File: src/shared/fsv_pkg.sv
// Purpose : Shared constants for the five-source vectored interrupt controller
// Assumes : 7-bit data memory address, 8-bit data, 8-bit vector addresses
// Notes   : Source index order is also the service priority, index 0 highest
`default_nettype none
package fsv_pkg;

  // ------------------------------------------------------------------
  // Data memory map
  // ------------------------------------------------------------------
  localparam int unsigned DM_ADDR_W = 7;
  localparam logic [6:0] ADDR_CTRL_PRIMARY   = 7'h0b;
  localparam logic [6:0] ADDR_CTRL_SECONDARY = 7'h1e;

  // ------------------------------------------------------------------
  // Field positions
  // ------------------------------------------------------------------
  localparam int unsigned PRI_GLOBAL_EN_BIT = 0;
  localparam int unsigned PRI_EXT0_EN_BIT   = 1;
  localparam int unsigned PRI_EXT1_EN_BIT   = 2;
  localparam int unsigned PRI_TIMER_EN_BIT  = 3;
  localparam int unsigned PRI_EXT0_FLAG_BIT = 4;
  localparam int unsigned PRI_EXT1_FLAG_BIT = 5;
  localparam int unsigned PRI_TIMER_FLAG_BIT = 6;
  localparam int unsigned SEC_TB_EN_BIT     = 0;
  localparam int unsigned SEC_RTC_EN_BIT    = 1;
  localparam int unsigned SEC_TB_FLAG_BIT   = 4;
  localparam int unsigned SEC_RTC_FLAG_BIT  = 5;

  // ------------------------------------------------------------------
  // Sources, in priority order
  // ------------------------------------------------------------------
  localparam int unsigned NUM_SRC   = 5;
  localparam int unsigned SRC_EXT0  = 0;
  localparam int unsigned SRC_EXT1  = 1;
  localparam int unsigned SRC_TIMER = 2;
  localparam int unsigned SRC_TB    = 3;
  localparam int unsigned SRC_RTC   = 4;

  localparam logic [7:0] VEC_EXT0  = 8'h04;
  localparam logic [7:0] VEC_EXT1  = 8'h08;
  localparam logic [7:0] VEC_TIMER = 8'h0c;
  localparam logic [7:0] VEC_TB    = 8'h10;
  localparam logic [7:0] VEC_RTC   = 8'h14;

  // ------------------------------------------------------------------
  // Reset values and sizes
  // ------------------------------------------------------------------
  localparam logic [4:0] RST_FLAGS     = 5'h00;
  localparam logic [4:0] RST_ENABLES   = 5'h00;
  localparam logic       RST_GLOBAL_EN = 1'b0;
  localparam logic [7:0] RST_VECTOR    = 8'h00;
  localparam logic       RST_PIN_LEVEL = 1'b1;
  localparam int unsigned STACK_LEVELS = 4;
  localparam int unsigned STACK_PTR_W  = 3;
  localparam int unsigned SYNC_STAGES  = 2;

endpackage : fsv_pkg
`default_nettype wire

File: src/hdl/fsv_pin_fall.sv
// Purpose : Synchronise external request pins and detect falling edges
// Assumes : Pins are asynchronous to clk_sys_i and idle high
// Notes   : Edge is taken between second and third stage only
`timescale 1ns/1ps
`default_nettype none
module fsv_pin_fall
  import fsv_pkg::*;
#(
  parameter int unsigned NUM_PINS = 2
) (
  input  wire logic                clk_sys_i,
  input  wire logic                reset_i,
  input  wire logic [NUM_PINS-1:0] pin_i,
  output logic      [NUM_PINS-1:0] fall_o
);

  // ------------------------------------------------------------------
  // Per-pin synchroniser and edge detector
  // ------------------------------------------------------------------
  genvar g;
  generate
    for (g = 0; g < NUM_PINS; g = g + 1) begin : g_pin
      logic meta_reg;
      logic sync_reg;
      logic last_reg;
      // Only sync_reg reads meta_reg
      always_ff @(posedge clk_sys_i) begin
        if (reset_i) begin
          meta_reg <= RST_PIN_LEVEL;
          sync_reg <= RST_PIN_LEVEL;
          last_reg <= RST_PIN_LEVEL;
        end else begin
          meta_reg <= pin_i[g];
          sync_reg <= meta_reg;
          last_reg <= sync_reg;
        end
      end
      assign fall_o[g] = last_reg & ~sync_reg;
    end
  endgenerate

endmodule : fsv_pin_fall
`default_nettype wire

File: src/hdl/fsv_irq_ctrl.sv
// Purpose : Five-source vectored interrupt controller with two control registers
// Assumes : Core gives a phase pulse at each instruction boundary and its stack depth
// Notes   : Vector and acknowledge appear one cycle after the accepting phase pulse
//
// Notes on behaviour
// - Falling edge on external pin 0 or 1 sets flag bit 4 or 5 of primary.
// - Enabled flagged external request with free stack calls vector 04H or 08H.
// - Acknowledge clears the served request flag and the global enable bit.
// - Timer overflow sets primary bit 6; served through vector 0CH when allowed.
// - Time-base tick sets secondary bit 4; served through vector 10H when allowed.
// - Clock tick sets secondary bit 5; served through vector 14H when allowed.
// - No acknowledge while stack full; request stays pending until depth drops.
// - Requests during a blocked service routine still set their flags.
// - Software re-enabling inside a routine permits nested acknowledge if stack free.
// - Acknowledge only pushes the program counter then branches to the vector.
// - Interrupt return sets global enable; plain return leaves it unchanged.
// - Requests between two phase pulses are evaluated at the later pulse.
// - Simultaneous requests served: ext0, ext1, timer, time base, clock tick.
// - A request flag stays set until serviced or cleared by software.
// - Any of the five sources can wake the halted device.
// - Primary holds global, ext0, ext1, timer enables at bits 0-3; bit 7 zero.
// - Secondary holds time-base and clock enables at bits 0,1 and their flags at bits 4,5; others read zero.
// - Primary sits at data address 0BH, secondary at 1EH, as ordinary data.
// - Service needs both global enable and own enable; otherwise stays pending.
// - The return stack holds four entries; full means all four used.
`timescale 1ns/1ps
`default_nettype none
module fsv_irq_ctrl
  import fsv_pkg::*;
#(
  parameter int unsigned STACK_DEPTH = STACK_LEVELS
) (
  input  wire logic                   clk_sys_i,
  input  wire logic                   reset_i,
  input  wire logic                   ext_irq_pin_zero_i,
  input  wire logic                   ext_irq_pin_one_i,
  input  wire logic                   timer_overflow_i,
  input  wire logic                   timebase_tick_i,
  input  wire logic                   clock_tick_i,
  input  wire logic                   second_clock_phase_i,
  input  wire logic [STACK_PTR_W-1:0] stack_depth_pointer_i,
  input  wire logic                   return_and_enable_instr_i,
  input  wire logic                   return_plain_instr_i,
  input  wire logic [DM_ADDR_W-1:0]   dm_addr_i,
  input  wire logic                   dm_wr_i,
  input  wire logic [7:0]             dm_wdata_i,
  output logic      [7:0]             dm_rdata_o,
  output logic                        dm_hit_o,
  output logic                        irq_ack_o,
  output logic      [7:0]             irq_vector_o,
  output logic                        wake_o
);

  // ------------------------------------------------------------------
  // State
  // ------------------------------------------------------------------
  logic [NUM_SRC-1:0] flag_reg;
  logic [NUM_SRC-1:0] flag_next;
  logic [NUM_SRC-1:0] enable_reg;
  logic               global_irq_enable_reg;
  logic               ack_reg;
  logic [7:0]         vector_reg;
  logic [7:0]         rdata_reg;
  logic               hit_reg;
  logic               wake_reg;

  logic [1:0]         pin_fall;
  logic [NUM_SRC-1:0] event_set;
  logic               wr_primary;
  logic               wr_secondary;
  logic [NUM_SRC-1:0] sw_flag_wr;
  logic [NUM_SRC-1:0] sw_flag_val;
  logic [NUM_SRC-1:0] pending;
  logic [NUM_SRC-1:0] grant;
  logic [NUM_SRC-1:0] flag_clr;
  logic               stack_full;
  logic               do_ack;
  logic [7:0]         grant_vector;

  // Named fields for reading
  logic ext0_request_flag;
  logic ext1_request_flag;
  logic timer_request_flag;
  logic timebase_request_flag;
  logic clock_tick_request_flag;
  logic ext0_irq_enable;
  logic ext1_irq_enable;
  logic timer_irq_enable;
  logic timebase_irq_enable;
  logic clock_tick_irq_enable;
  logic [7:0] irq_control_primary;
  logic [7:0] irq_control_secondary;

  // ------------------------------------------------------------------
  // Event sources
  // ------------------------------------------------------------------
  fsv_pin_fall #(
    .NUM_PINS (2)
  ) u_pin_fall (
    .clk_sys_i (clk_sys_i),
    .reset_i   (reset_i),
    .pin_i     ({ext_irq_pin_one_i, ext_irq_pin_zero_i}),
    .fall_o    (pin_fall)
  );

  // Index order equals priority order
  assign event_set = {clock_tick_i, timebase_tick_i, timer_overflow_i,
                      pin_fall[1], pin_fall[0]};

  // ------------------------------------------------------------------
  // Register decode
  // ------------------------------------------------------------------
  assign wr_primary   = dm_wr_i && (dm_addr_i == ADDR_CTRL_PRIMARY);
  assign wr_secondary = dm_wr_i && (dm_addr_i == ADDR_CTRL_SECONDARY);

  assign sw_flag_wr  = {wr_secondary, wr_secondary, wr_primary, wr_primary, wr_primary};
  assign sw_flag_val = {dm_wdata_i[SEC_RTC_FLAG_BIT],   dm_wdata_i[SEC_TB_FLAG_BIT],
                        dm_wdata_i[PRI_TIMER_FLAG_BIT], dm_wdata_i[PRI_EXT1_FLAG_BIT],
                        dm_wdata_i[PRI_EXT0_FLAG_BIT]};

  // ------------------------------------------------------------------
  // Arbitration
  // ------------------------------------------------------------------
  // Depth counts occupied entries; stack is full at all four in use
  assign stack_full = ({29'h0, stack_depth_pointer_i} >= STACK_DEPTH);
  assign pending    = flag_reg & enable_reg & {NUM_SRC{global_irq_enable_reg}};

  // Fixed priority: lowest index wins
  always_comb begin
    grant = '0;
    for (int i = NUM_SRC - 1; i >= 0; i--) begin
      if (pending[i]) begin
        grant = '0;
        grant[i] = 1'b1;
      end
    end
  end

  always_comb begin
    case (grant)
      5'h01:   grant_vector = VEC_EXT0;
      5'h02:   grant_vector = VEC_EXT1;
      5'h04:   grant_vector = VEC_TIMER;
      5'h08:   grant_vector = VEC_TB;
      5'h10:   grant_vector = VEC_RTC;
      default: grant_vector = RST_VECTOR;
    endcase
  end

  // Only at a phase pulse, so a request seen mid-instruction waits for the next one
  assign do_ack   = second_clock_phase_i && (|pending) && !stack_full;
  assign flag_clr = grant & {NUM_SRC{do_ack}};

  // ------------------------------------------------------------------
  // Request flags
  // ------------------------------------------------------------------
  // A new event beats both the acknowledge clear and a software write,
  // so an edge landing on the clearing cycle is never lost.
  genvar g;
  generate
    for (g = 0; g < NUM_SRC; g = g + 1) begin : g_flag
      always_comb begin
        if (event_set[g]) begin
          flag_next[g] = 1'b1;
        end else if (flag_clr[g]) begin
          flag_next[g] = 1'b0;
        end else if (sw_flag_wr[g]) begin
          flag_next[g] = sw_flag_val[g];
        end else begin
          flag_next[g] = flag_reg[g];
        end
      end
    end
  endgenerate

  always_ff @(posedge clk_sys_i) begin
    if (reset_i) begin
      flag_reg <= RST_FLAGS;
    end else begin
      flag_reg <= flag_next;
    end
  end

  // ------------------------------------------------------------------
  // Enables
  // ------------------------------------------------------------------
  always_ff @(posedge clk_sys_i) begin
    if (reset_i) begin
      enable_reg <= RST_ENABLES;
    end else begin
      if (wr_primary) begin
        enable_reg[SRC_EXT0]  <= dm_wdata_i[PRI_EXT0_EN_BIT];
        enable_reg[SRC_EXT1]  <= dm_wdata_i[PRI_EXT1_EN_BIT];
        enable_reg[SRC_TIMER] <= dm_wdata_i[PRI_TIMER_EN_BIT];
      end
      if (wr_secondary) begin
        enable_reg[SRC_TB]  <= dm_wdata_i[SEC_TB_EN_BIT];
        enable_reg[SRC_RTC] <= dm_wdata_i[SEC_RTC_EN_BIT];
      end
    end
  end

  // Acknowledge beats a same-cycle software write so a routine always starts blocked
  always_ff @(posedge clk_sys_i) begin
    if (reset_i) begin
      global_irq_enable_reg <= RST_GLOBAL_EN;
    end else if (do_ack) begin
      global_irq_enable_reg <= 1'b0;
    end else if (return_and_enable_instr_i) begin
      global_irq_enable_reg <= 1'b1;
    end else if (wr_primary) begin
      global_irq_enable_reg <= dm_wdata_i[PRI_GLOBAL_EN_BIT];
    end
  end

  // ------------------------------------------------------------------
  // Core handshake
  // ------------------------------------------------------------------
  // One pulse per acceptance; the core pushes the PC only, nothing else
  always_ff @(posedge clk_sys_i) begin
    if (reset_i) begin
      ack_reg    <= 1'b0;
      vector_reg <= RST_VECTOR;
    end else begin
      ack_reg <= do_ack;
      if (do_ack) begin
        vector_reg <= grant_vector;
      end
    end
  end

  // Wake on any latched flag, enabled or not
  always_ff @(posedge clk_sys_i) begin
    if (reset_i) begin
      wake_reg <= 1'b0;
    end else begin
      wake_reg <= |flag_reg;
    end
  end

  // ------------------------------------------------------------------
  // Read path
  // ------------------------------------------------------------------
  assign ext0_request_flag       = flag_reg[SRC_EXT0];
  assign ext1_request_flag       = flag_reg[SRC_EXT1];
  assign timer_request_flag      = flag_reg[SRC_TIMER];
  assign timebase_request_flag   = flag_reg[SRC_TB];
  assign clock_tick_request_flag = flag_reg[SRC_RTC];
  assign ext0_irq_enable         = enable_reg[SRC_EXT0];
  assign ext1_irq_enable         = enable_reg[SRC_EXT1];
  assign timer_irq_enable        = enable_reg[SRC_TIMER];
  assign timebase_irq_enable     = enable_reg[SRC_TB];
  assign clock_tick_irq_enable   = enable_reg[SRC_RTC];

  // Unused bits read as zero
  assign irq_control_primary   = {1'b0, timer_request_flag, ext1_request_flag,
                                  ext0_request_flag, timer_irq_enable, ext1_irq_enable,
                                  ext0_irq_enable, global_irq_enable_reg};
  assign irq_control_secondary = {2'b00, clock_tick_request_flag, timebase_request_flag,
                                  2'b00, clock_tick_irq_enable, timebase_irq_enable};

  always_ff @(posedge clk_sys_i) begin
    if (reset_i) begin
      rdata_reg <= 8'h00;
      hit_reg   <= 1'b0;
    end else begin
      case (dm_addr_i)
        ADDR_CTRL_PRIMARY: begin
          rdata_reg <= irq_control_primary;
          hit_reg   <= 1'b1;
        end
        ADDR_CTRL_SECONDARY: begin
          rdata_reg <= irq_control_secondary;
          hit_reg   <= 1'b1;
        end
        default: begin
          rdata_reg <= 8'h00;
          hit_reg   <= 1'b0;
        end
      endcase
    end
  end

  assign dm_rdata_o   = rdata_reg;
  assign dm_hit_o     = hit_reg;
  assign irq_ack_o    = ack_reg;
  assign irq_vector_o = vector_reg;
  assign wake_o       = wake_reg;
endmodule : fsv_irq_ctrl
`default_nettype wire

File: config.mk
export PLATFORM = sky130hd
export DESIGN_NAME = fsv_irq_ctrl
export DESIGN_NICKNAME = d
export VERILOG_FILES = /design/src/shared/fsv_pkg.sv /design/src/hdl/fsv_pin_fall.sv /design/src/hdl/fsv_irq_ctrl.sv
export SDC_FILE = /design/constraint.sdc
export NUM_CORES = 1
export LEC_CHECK = 0
export BUFFER_PORTS_ARGS = -buffer_cell sky130_fd_sc_hd__buf_2
export CAP_MARGIN = 20
export CORE_ASPECT_RATIO = 1.75
export CORE_MARGIN = 2
export CORE_UTILIZATION = 50
export CTS_BUF_LIST = sky130_fd_sc_hd__clkbuf_4
export DETAILED_ROUTE_END_ITERATION = 12
export MAX_ROUTING_LAYER = met4
export PLACE_DENSITY = 0.89
export RECOVER_POWER = 100
export SETUP_SLACK_MARGIN = 0.3
export SLEW_MARGIN = 30
export SYNTH_ARGS = -nofsm -noshare
export SYNTH_HDL_FRONTEND = slang
export SYNTH_HIERARCHICAL = 1
export SYNTH_SLANG_ARGS = --single-unit
File: constraint.sdc
create_clock -name clk_sys_i -period 2 [get_ports clk_sys_i]
set_input_delay 0.2 -clock clk_sys_i [delete_from_list [all_inputs] [get_ports clk_sys_i]]
set_output_delay 0.2 -clock clk_sys_i [all_outputs]
set_load 0.01 [all_outputs]
==> results by group, run 1 <==
Status
  – Status: finished, final reports clean

Route
  – Initial DRC count: 45
  – Drt wl/cell: 14.5 um
  – DR vias/cell: 5.82
  – Antenna viol nets, final: 0
  – DRC: 0
  – Routed WL: 2960 um
  – DR pass1 iterations: 5
  – Via Count: 1188

Logic synthesis
  – Synth warn: 6
  – Mean post-synth cell area: 9.29 sq um
  – Simple-gate share of the synthesized area: 27.9%
  – Sequential area share after synthesis: 47.5%
  – Area share of the largest cell type after synthesis: 47.5%
  – Top FF cell, synth: dfxtp_1
  – Post-synth top cells: dfxtp_1 (30), nor2_1 (13), inv_1 (7), nand2_1 (7), nand3_1 (7)
  – Top-count cell post-synth: dfxtp_1
  – Synthesis-stage register bit count: 30
  – Synth Area in Adders: 0%
  – Area leader, netlist: dfxtp_1
  – Post-synthesis mux area share: approximately 4.8%
  – Post-synthesis async set-or-reset flop share: 0%
  – Mapped Area: roughly 1300 sq um
  – Post-synth EDFFs: 0
  – XOR/XNOR share of the synthesized area: 0%
  – Synth area leaders: dfxtp_1 (48%), mux2i_1 (4.8%), nor2_1 (3.9%), a22oi_1 (3.6%), buf_4 (3.6%)
  – Complex-gate fraction of the synthesized area: 12.5%
  – Yosys cell types: 31
  – Mapped Cells: 136
  – Largest family of logic cells by synthesized area: simple AND/OR/NAND/NOR gates

Setup path
  – Arrival @ worst endpoint: 1.85 ns
  – R2R Setup Slk: approximately 0.40 ns
  – Crit. End Element: flip-flop
  – R2R cell count: 4
  – FF-to-FF Start: global_irq_enable_reg
  – Worst r2r dst: irq_vector_o[3]
  – WS Path Type: reg -> reg
  – CP required: 2.24 ns
  – CP Max Fanout: 9
  – Critical Path Source Type: flip-flop

STA
  – Least-Margin Pin Slew: 1.01 ns
  – Final period demand of the worst path: 1.60 ns
  – Final setup viols: 0
  – Max frequency: 624 MHz
  – Period utilisation layout: about four fifths
  – Max Clock Skew: 0.0102 ns
  – Max-slew headroom: between 30% and 40%
  – Final Hold Vio Count: 0
  – Setup TNS: 0 ns
  – Unrepaired setup endpoints after global routing: false
  – Max Transition Viols Final: 0
  – Final WS setup: 0.397 ns

Finish
  – Antenna cells: 0
  – Layout cells sized above 1: between 10% and 20%
  – Fillers: about 230
  – Fin area: between 1000 and 1500 sq um
  – Nets: approximately 210
  – Layout area overhead: 15.8%
  – Max reg flops: 7

Global routing
  – All-Layer GR Usage: 21.5%
  – Vias in the first global route: 1174
  – Antenna violations before repair: 0
  – Congestion Overflow GR: 0
  – Largest net degree at the start of global routing: 27
  – First-pass GRT wire length: 4630 um

Floorplan
  – Initial Util: between 50% and 60%
  – Core box area: 2430 sq um
  – Die Y: 70.5 um
  – # IOs: 48
  – Die area: approximately 3000 sq um
  – Row count: 24
  – Die width: roughly 42 um

Power and ir drop
  – Internal: 770 uW
  – Clock share of power: 31.5%
  – Sw Pwr: 261 uW
  – Max IR drop VDD: approximately 0.42 mV
  – Net Sw Frac: between 20% and 30%
  – Combinational share of power: ~7.7%
  – Pwr Density: 704 nW/um^2
  – Leak: 0.551 nW
  – Sequential share of power: 60.8%

Flow run
  – MaxCap Viol Count: 0

Placed design
  – PortBufs: 37
  – Pre-CTS setup slack: 0.230 ns
  – Final HPWL DP: 2250 um
  – GPL Wtd Cong: 0.912
  – Placed Area: roughly 1500 sq um

CTS
  – Num CTS Buffers: 5
  – Clock Path Buffers: 2
  – CTS tree: yes
  – Root Buffer: clkbuf_4
  – H-tree depth: 2
  – Reg clk slew, reported paths: ~0.09 ns
  – Sink Count: 30
  – Clk_lat worst skew: 0.34 ns

Min path
  – Hold depth: 2
  – Hold path endpoint: u_pin_fall/g_pin[1].meta_reg
  – Hold crit path type: in -> reg
  – Hold Startpoint: ext_irq_pin_one_i
worst max-delay path: stages, from the launching register on:
cell,delay [ns]
dfxtp_1,0.51
nand3_1,0.24
a31oi_1,0.44
nor2_1,0.07
a311oi_1,0.25
power by group through the flow:
stage / sequential, mW / combinational (mW) / clock (mW)
finish: 0.627 / 0.0794 / 0.325
floorplan: 0.635 / 0.0511 / 0
CTS: 0.626 / 0.0832 / 0.332
global placement: 0.639 / 0.0782 / 0
global route: 0.629 / 0.0861 / 0.355
detailed placement: 0.640 / 0.0828 / 0
layer usage:
metal	GRT usage, %	part of all wire, %	vias up	wire length (um)
met4	15.8	4.0	0	119
li1	-	-	553	-
met3	6.98	7.4	16	219
met1	17.4	33	558	961
met2	38.5	56	61	1650
met5	-	0	-	0
stage by stage:
| step | total power [mW] | std cells | hold WS [ns] | utilization, % |
|---|---|---|---|---|
| finish | 1.03 | 204 | 0.0433 | 60.2 |
| global route | 1.07 | 204 | 0.0524 | 60.2 |
| CTS | 1.04 | 204 | 0.0364 | 61.7 |
| detailed placement | 0.723 | 196 | 0.386 | 59.7 |
| global placement | 0.718 | 196 | 0.384 | 59.7 |
| floorplan | 0.686 | 141 | 0.272 | - |
final cells by class:
type                    count  area [sq um]  area share [%]
clock buffers               5          37.5            2.56
clock inverters             3          11.3           0.769
inverters                   7          26.3            1.79
multi-input cells          94           577            39.4
flip-flops and latches     30           601            41.0
well taps                  26          32.5            2.22
repair buffers             39           179            12.2
worst max-delay path by stage:
stage                     startpoint               to  slack, ns
5_1_grt        global_irq_enable_reg  irq_vector_o[3]       0.25
4_1_cts        global_irq_enable_reg  irq_vector_o[3]       0.43
3_3_place_gp            dm_addr_i[5]      flag_reg[2]       0.30
2_1_floorplan           dm_addr_i[5]      flag_reg[2]       0.50
3_5_place_dp            dm_addr_i[5]      flag_reg[2]       0.23
6_report       global_irq_enable_reg  irq_vector_o[3]       0.40
cells by family (layout without fill, tap and decap cells):
group,count (synthesis),count (layout)
AOI/OAI and AO/OA,22,22
buffers and inverters,17,54
DFF,30,30
muxes,6,6
other,1,6
and+or+nand+nor,60,60
cells in the final DEF, fill, tap and decap left out, types with 4 or more instances in the layout:
cell type  instances
a21oi_1            5
a22oi_1            6
and2_0             4
buf_2             23
clkbuf_1          15
clkbuf_4           5
conb_1             6
dfxtp_1           30
inv_1              7
mux2i_1            6
nand2_1            7
nand3_1            7
nor2_1            13
nor3_1             6
or2_1              6
timing repair:
action                                  4_1_cts  5_1_grt
gates resized for setup                       0        1
endpoints found under the setup margin        0        2
hold endpoints to repair                      0        0
setup buffers                                 0        0
hold buffers                                  0        0
Power figures use the tool's default switching activity.
==> run 2, diff against run 1 <==
clock period = 1.6 ns   (was 2 ns; I/O delays follow)
==> run 2 against run 1 <==
Clock-buffer cell count unchanged; sequential cell count unchanged; via count up 0.67%; largest cell class unchanged; critical path type is now in -> reg.
==> results by group, run 2 (synthesis results as in run 1) <==
Status
  – Status: finished, final reports clean

STA
  – Max Clock Skew: 0.00847 ns
  – Setup TNS: 0 ns
  – Max frequency: 730 MHz
  – Least-Margin Pin Slew: 0.644 ns
  – Final WS setup: between 0.2 and 0.25 ns
  – Unrepaired setup endpoints after global routing: false
  – Final setup viols: 0
  – Final Hold Vio Count: 0
  – Period utilisation layout: 85.6%
  – WHS: 0.0687 ns
  – Final period demand of the worst path: around 1.4 ns
  – Max Transition Viols Final: 0
  – Max-slew headroom: 56.7%

CTS
  – Num CTS Buffers: 5
  – H-tree depth: 2
  – Clock Path Buffers: 2
  – Root Buffer: clkbuf_4
  – CTS tree: yes
  – Reg clk slew, reported paths: 0.09 ns
  – Clk_lat worst skew: approximately 0.33 ns
  – Sink Count: 30

Setup path
  – Top Family by Delay on Critical Path: simple AND/OR/NAND/NOR gates
  – CP max stage cell: nor4_2
  – R2R cell count: 4
  – CP required: about 1.8 ns
  – R2R Setup Slk: 0.25 ns
  – CP Max Fanout: 4
  – Worst path cell trace: buf_2 > nand4bb_4 > buf_4 > nor4_2 > mux2i_1 > a221oi_1
  – Crit-path max cell delay: about 0.55 ns
  – Crit. End Element: flip-flop
  – Buffer and inverter count on the worst path: 2
  – Worst r2r dst: global_irq_enable_reg
  – WS Path Type: in -> reg
  – Crit. Startpoint: dm_addr_i[5]
  – Critical Path Source Type: input port
  – FF-to-FF Start: flag_reg[3]
  – Arrival @ worst endpoint: 1.60 ns

Finish
  – Fin cells: 217
  – Layout area overhead: 25.9%
  – Nets: 219
  – Commonest non-fill, non-tap cell in the layout: buf_2
  – Layout cells sized above 1: a little over a quarter
  – Max reg flops: 7
  – Fin util: 65.4%
  – Most frequent cells in the layout: buf_2 (24), dfxtp_1 (23), clkbuf_1 (15)
  – Fin area: between 1500 and 2000 sq um
  – Antenna cells: 0

Route
  – Via Count: 1196
  – Antenna viol nets, final: 0
  – Initial DRC count: 51
  – DR vias/cell: 5.51
  – DR pass1 iterations: 4
  – Drt wl/cell: 13.8 um
  – DRC: 0
  – Routed WL: approximately 3000 um

Floorplan
  – Die Y: just over 70 um
  – Initial Util: between 50% and 60%
  – Row count: 24
  – Die width: 42.0 um
  – Die area: 2960 sq um
  – # IOs: 48
  – Core box area: 2430 sq um

Power and ir drop
  – Pwr Density: 816 nW/um^2
  – Power Total: 1.30 mW
  – Max IR drop VDD: 0.619 mV
  – Leak: 0.614 nW

Placed design
  – Post-Place Cells: 204
  – Pre-CTS setup slack: 0.0162 ns
  – Placed Area: between 1500 and 2000 sq um
  – PortBufs: 37
  – GPL Wtd Cong: 0.929
  – Final HPWL DP: 2310 um

Min path
  – Hold Startpoint: dm_wdata_i[2]
  – Hold crit path type: in -> reg
  – Hold depth: 3
  – Hold path endpoint: enable_reg[1]

Global routing
  – Congestion Overflow GR: 0
  – All-Layer GR Usage: between 20% and 30%
  – Antenna violations before repair: 0
  – Largest net degree at the start of global routing: 16
  – Vias in the first global route: ~1100
  – First-pass GRT wire length: a little under 5000 um

Flow run
  – MaxCap Viol Count: 0
## run 2: changes by cell type in the layout (fill, tap and decap cells not counted), moves of 2 or more
| cell | change |
|---|---|
| buf_4 | +10 |
| dfxtp_1 | -7 |
| dfxtp_2 | +7 |
| dlygate4sd3_1 | +2 |
## run 2: layout make-up
class                   instances  area [sq um]
multi-input cells              94           596
clock inverters                 3          11.3
inverters                       7          26.3
fillers                       206           841
clock buffers                   5          37.5
flip-flops and latches         30           609
repair buffers                 52           279
well taps                      26          32.5
## run 2: where the power goes
group	total (mW)	internal (mW)	switching, mW
registers	0.783	0.766	0.0169
logic	0.116	0.0554	0.0605
clock network	0.400	0.156	0.244
## run 2: how the worst max path moves through the flow
stage          slack, ns  cells after the start                    end
6_report            0.23                      6            flag_reg[4]
3_5_place_dp        0.02                      6  global_irq_enable_reg
2_1_floorplan       0.14                      5            flag_reg[2]
5_1_grt             0.16                      6            flag_reg[4]
3_3_place_gp        0.07                      5            flag_reg[2]
4_1_cts             0.31                      4            flag_reg[3]
## run 2: worst reg2reg max path, stage by stage, from the launching register on
cell      delay, ns
dfxtp_1        0.36
a22oi_1        0.31
a31oi_1        0.22
clkbuf_1       0.17
a311oi_2       0.21
## run 2: per-layer routing
metal	routed length, um	up-vias	GRT usage, %	part of all wire (%)
met1	1060	554	20.4	35
met3	185	9	7.24	6.2
met5	0	-	-	0
li1	-	575	-	-
met2	1660	58	40.8	56
met4	90	0	11.5	3.0
## run 2: what timing repair did
item | 4_1_cts | 5_1_grt
hold buffers | 1 | 1
endpoints found under the setup margin | 5 | 5
resized for setup | 7 | 7
pin swaps | 3 | 4
hold endpoints to repair | 1 | 1
setup buffers | 2 | 1
cloned | 0 | 0
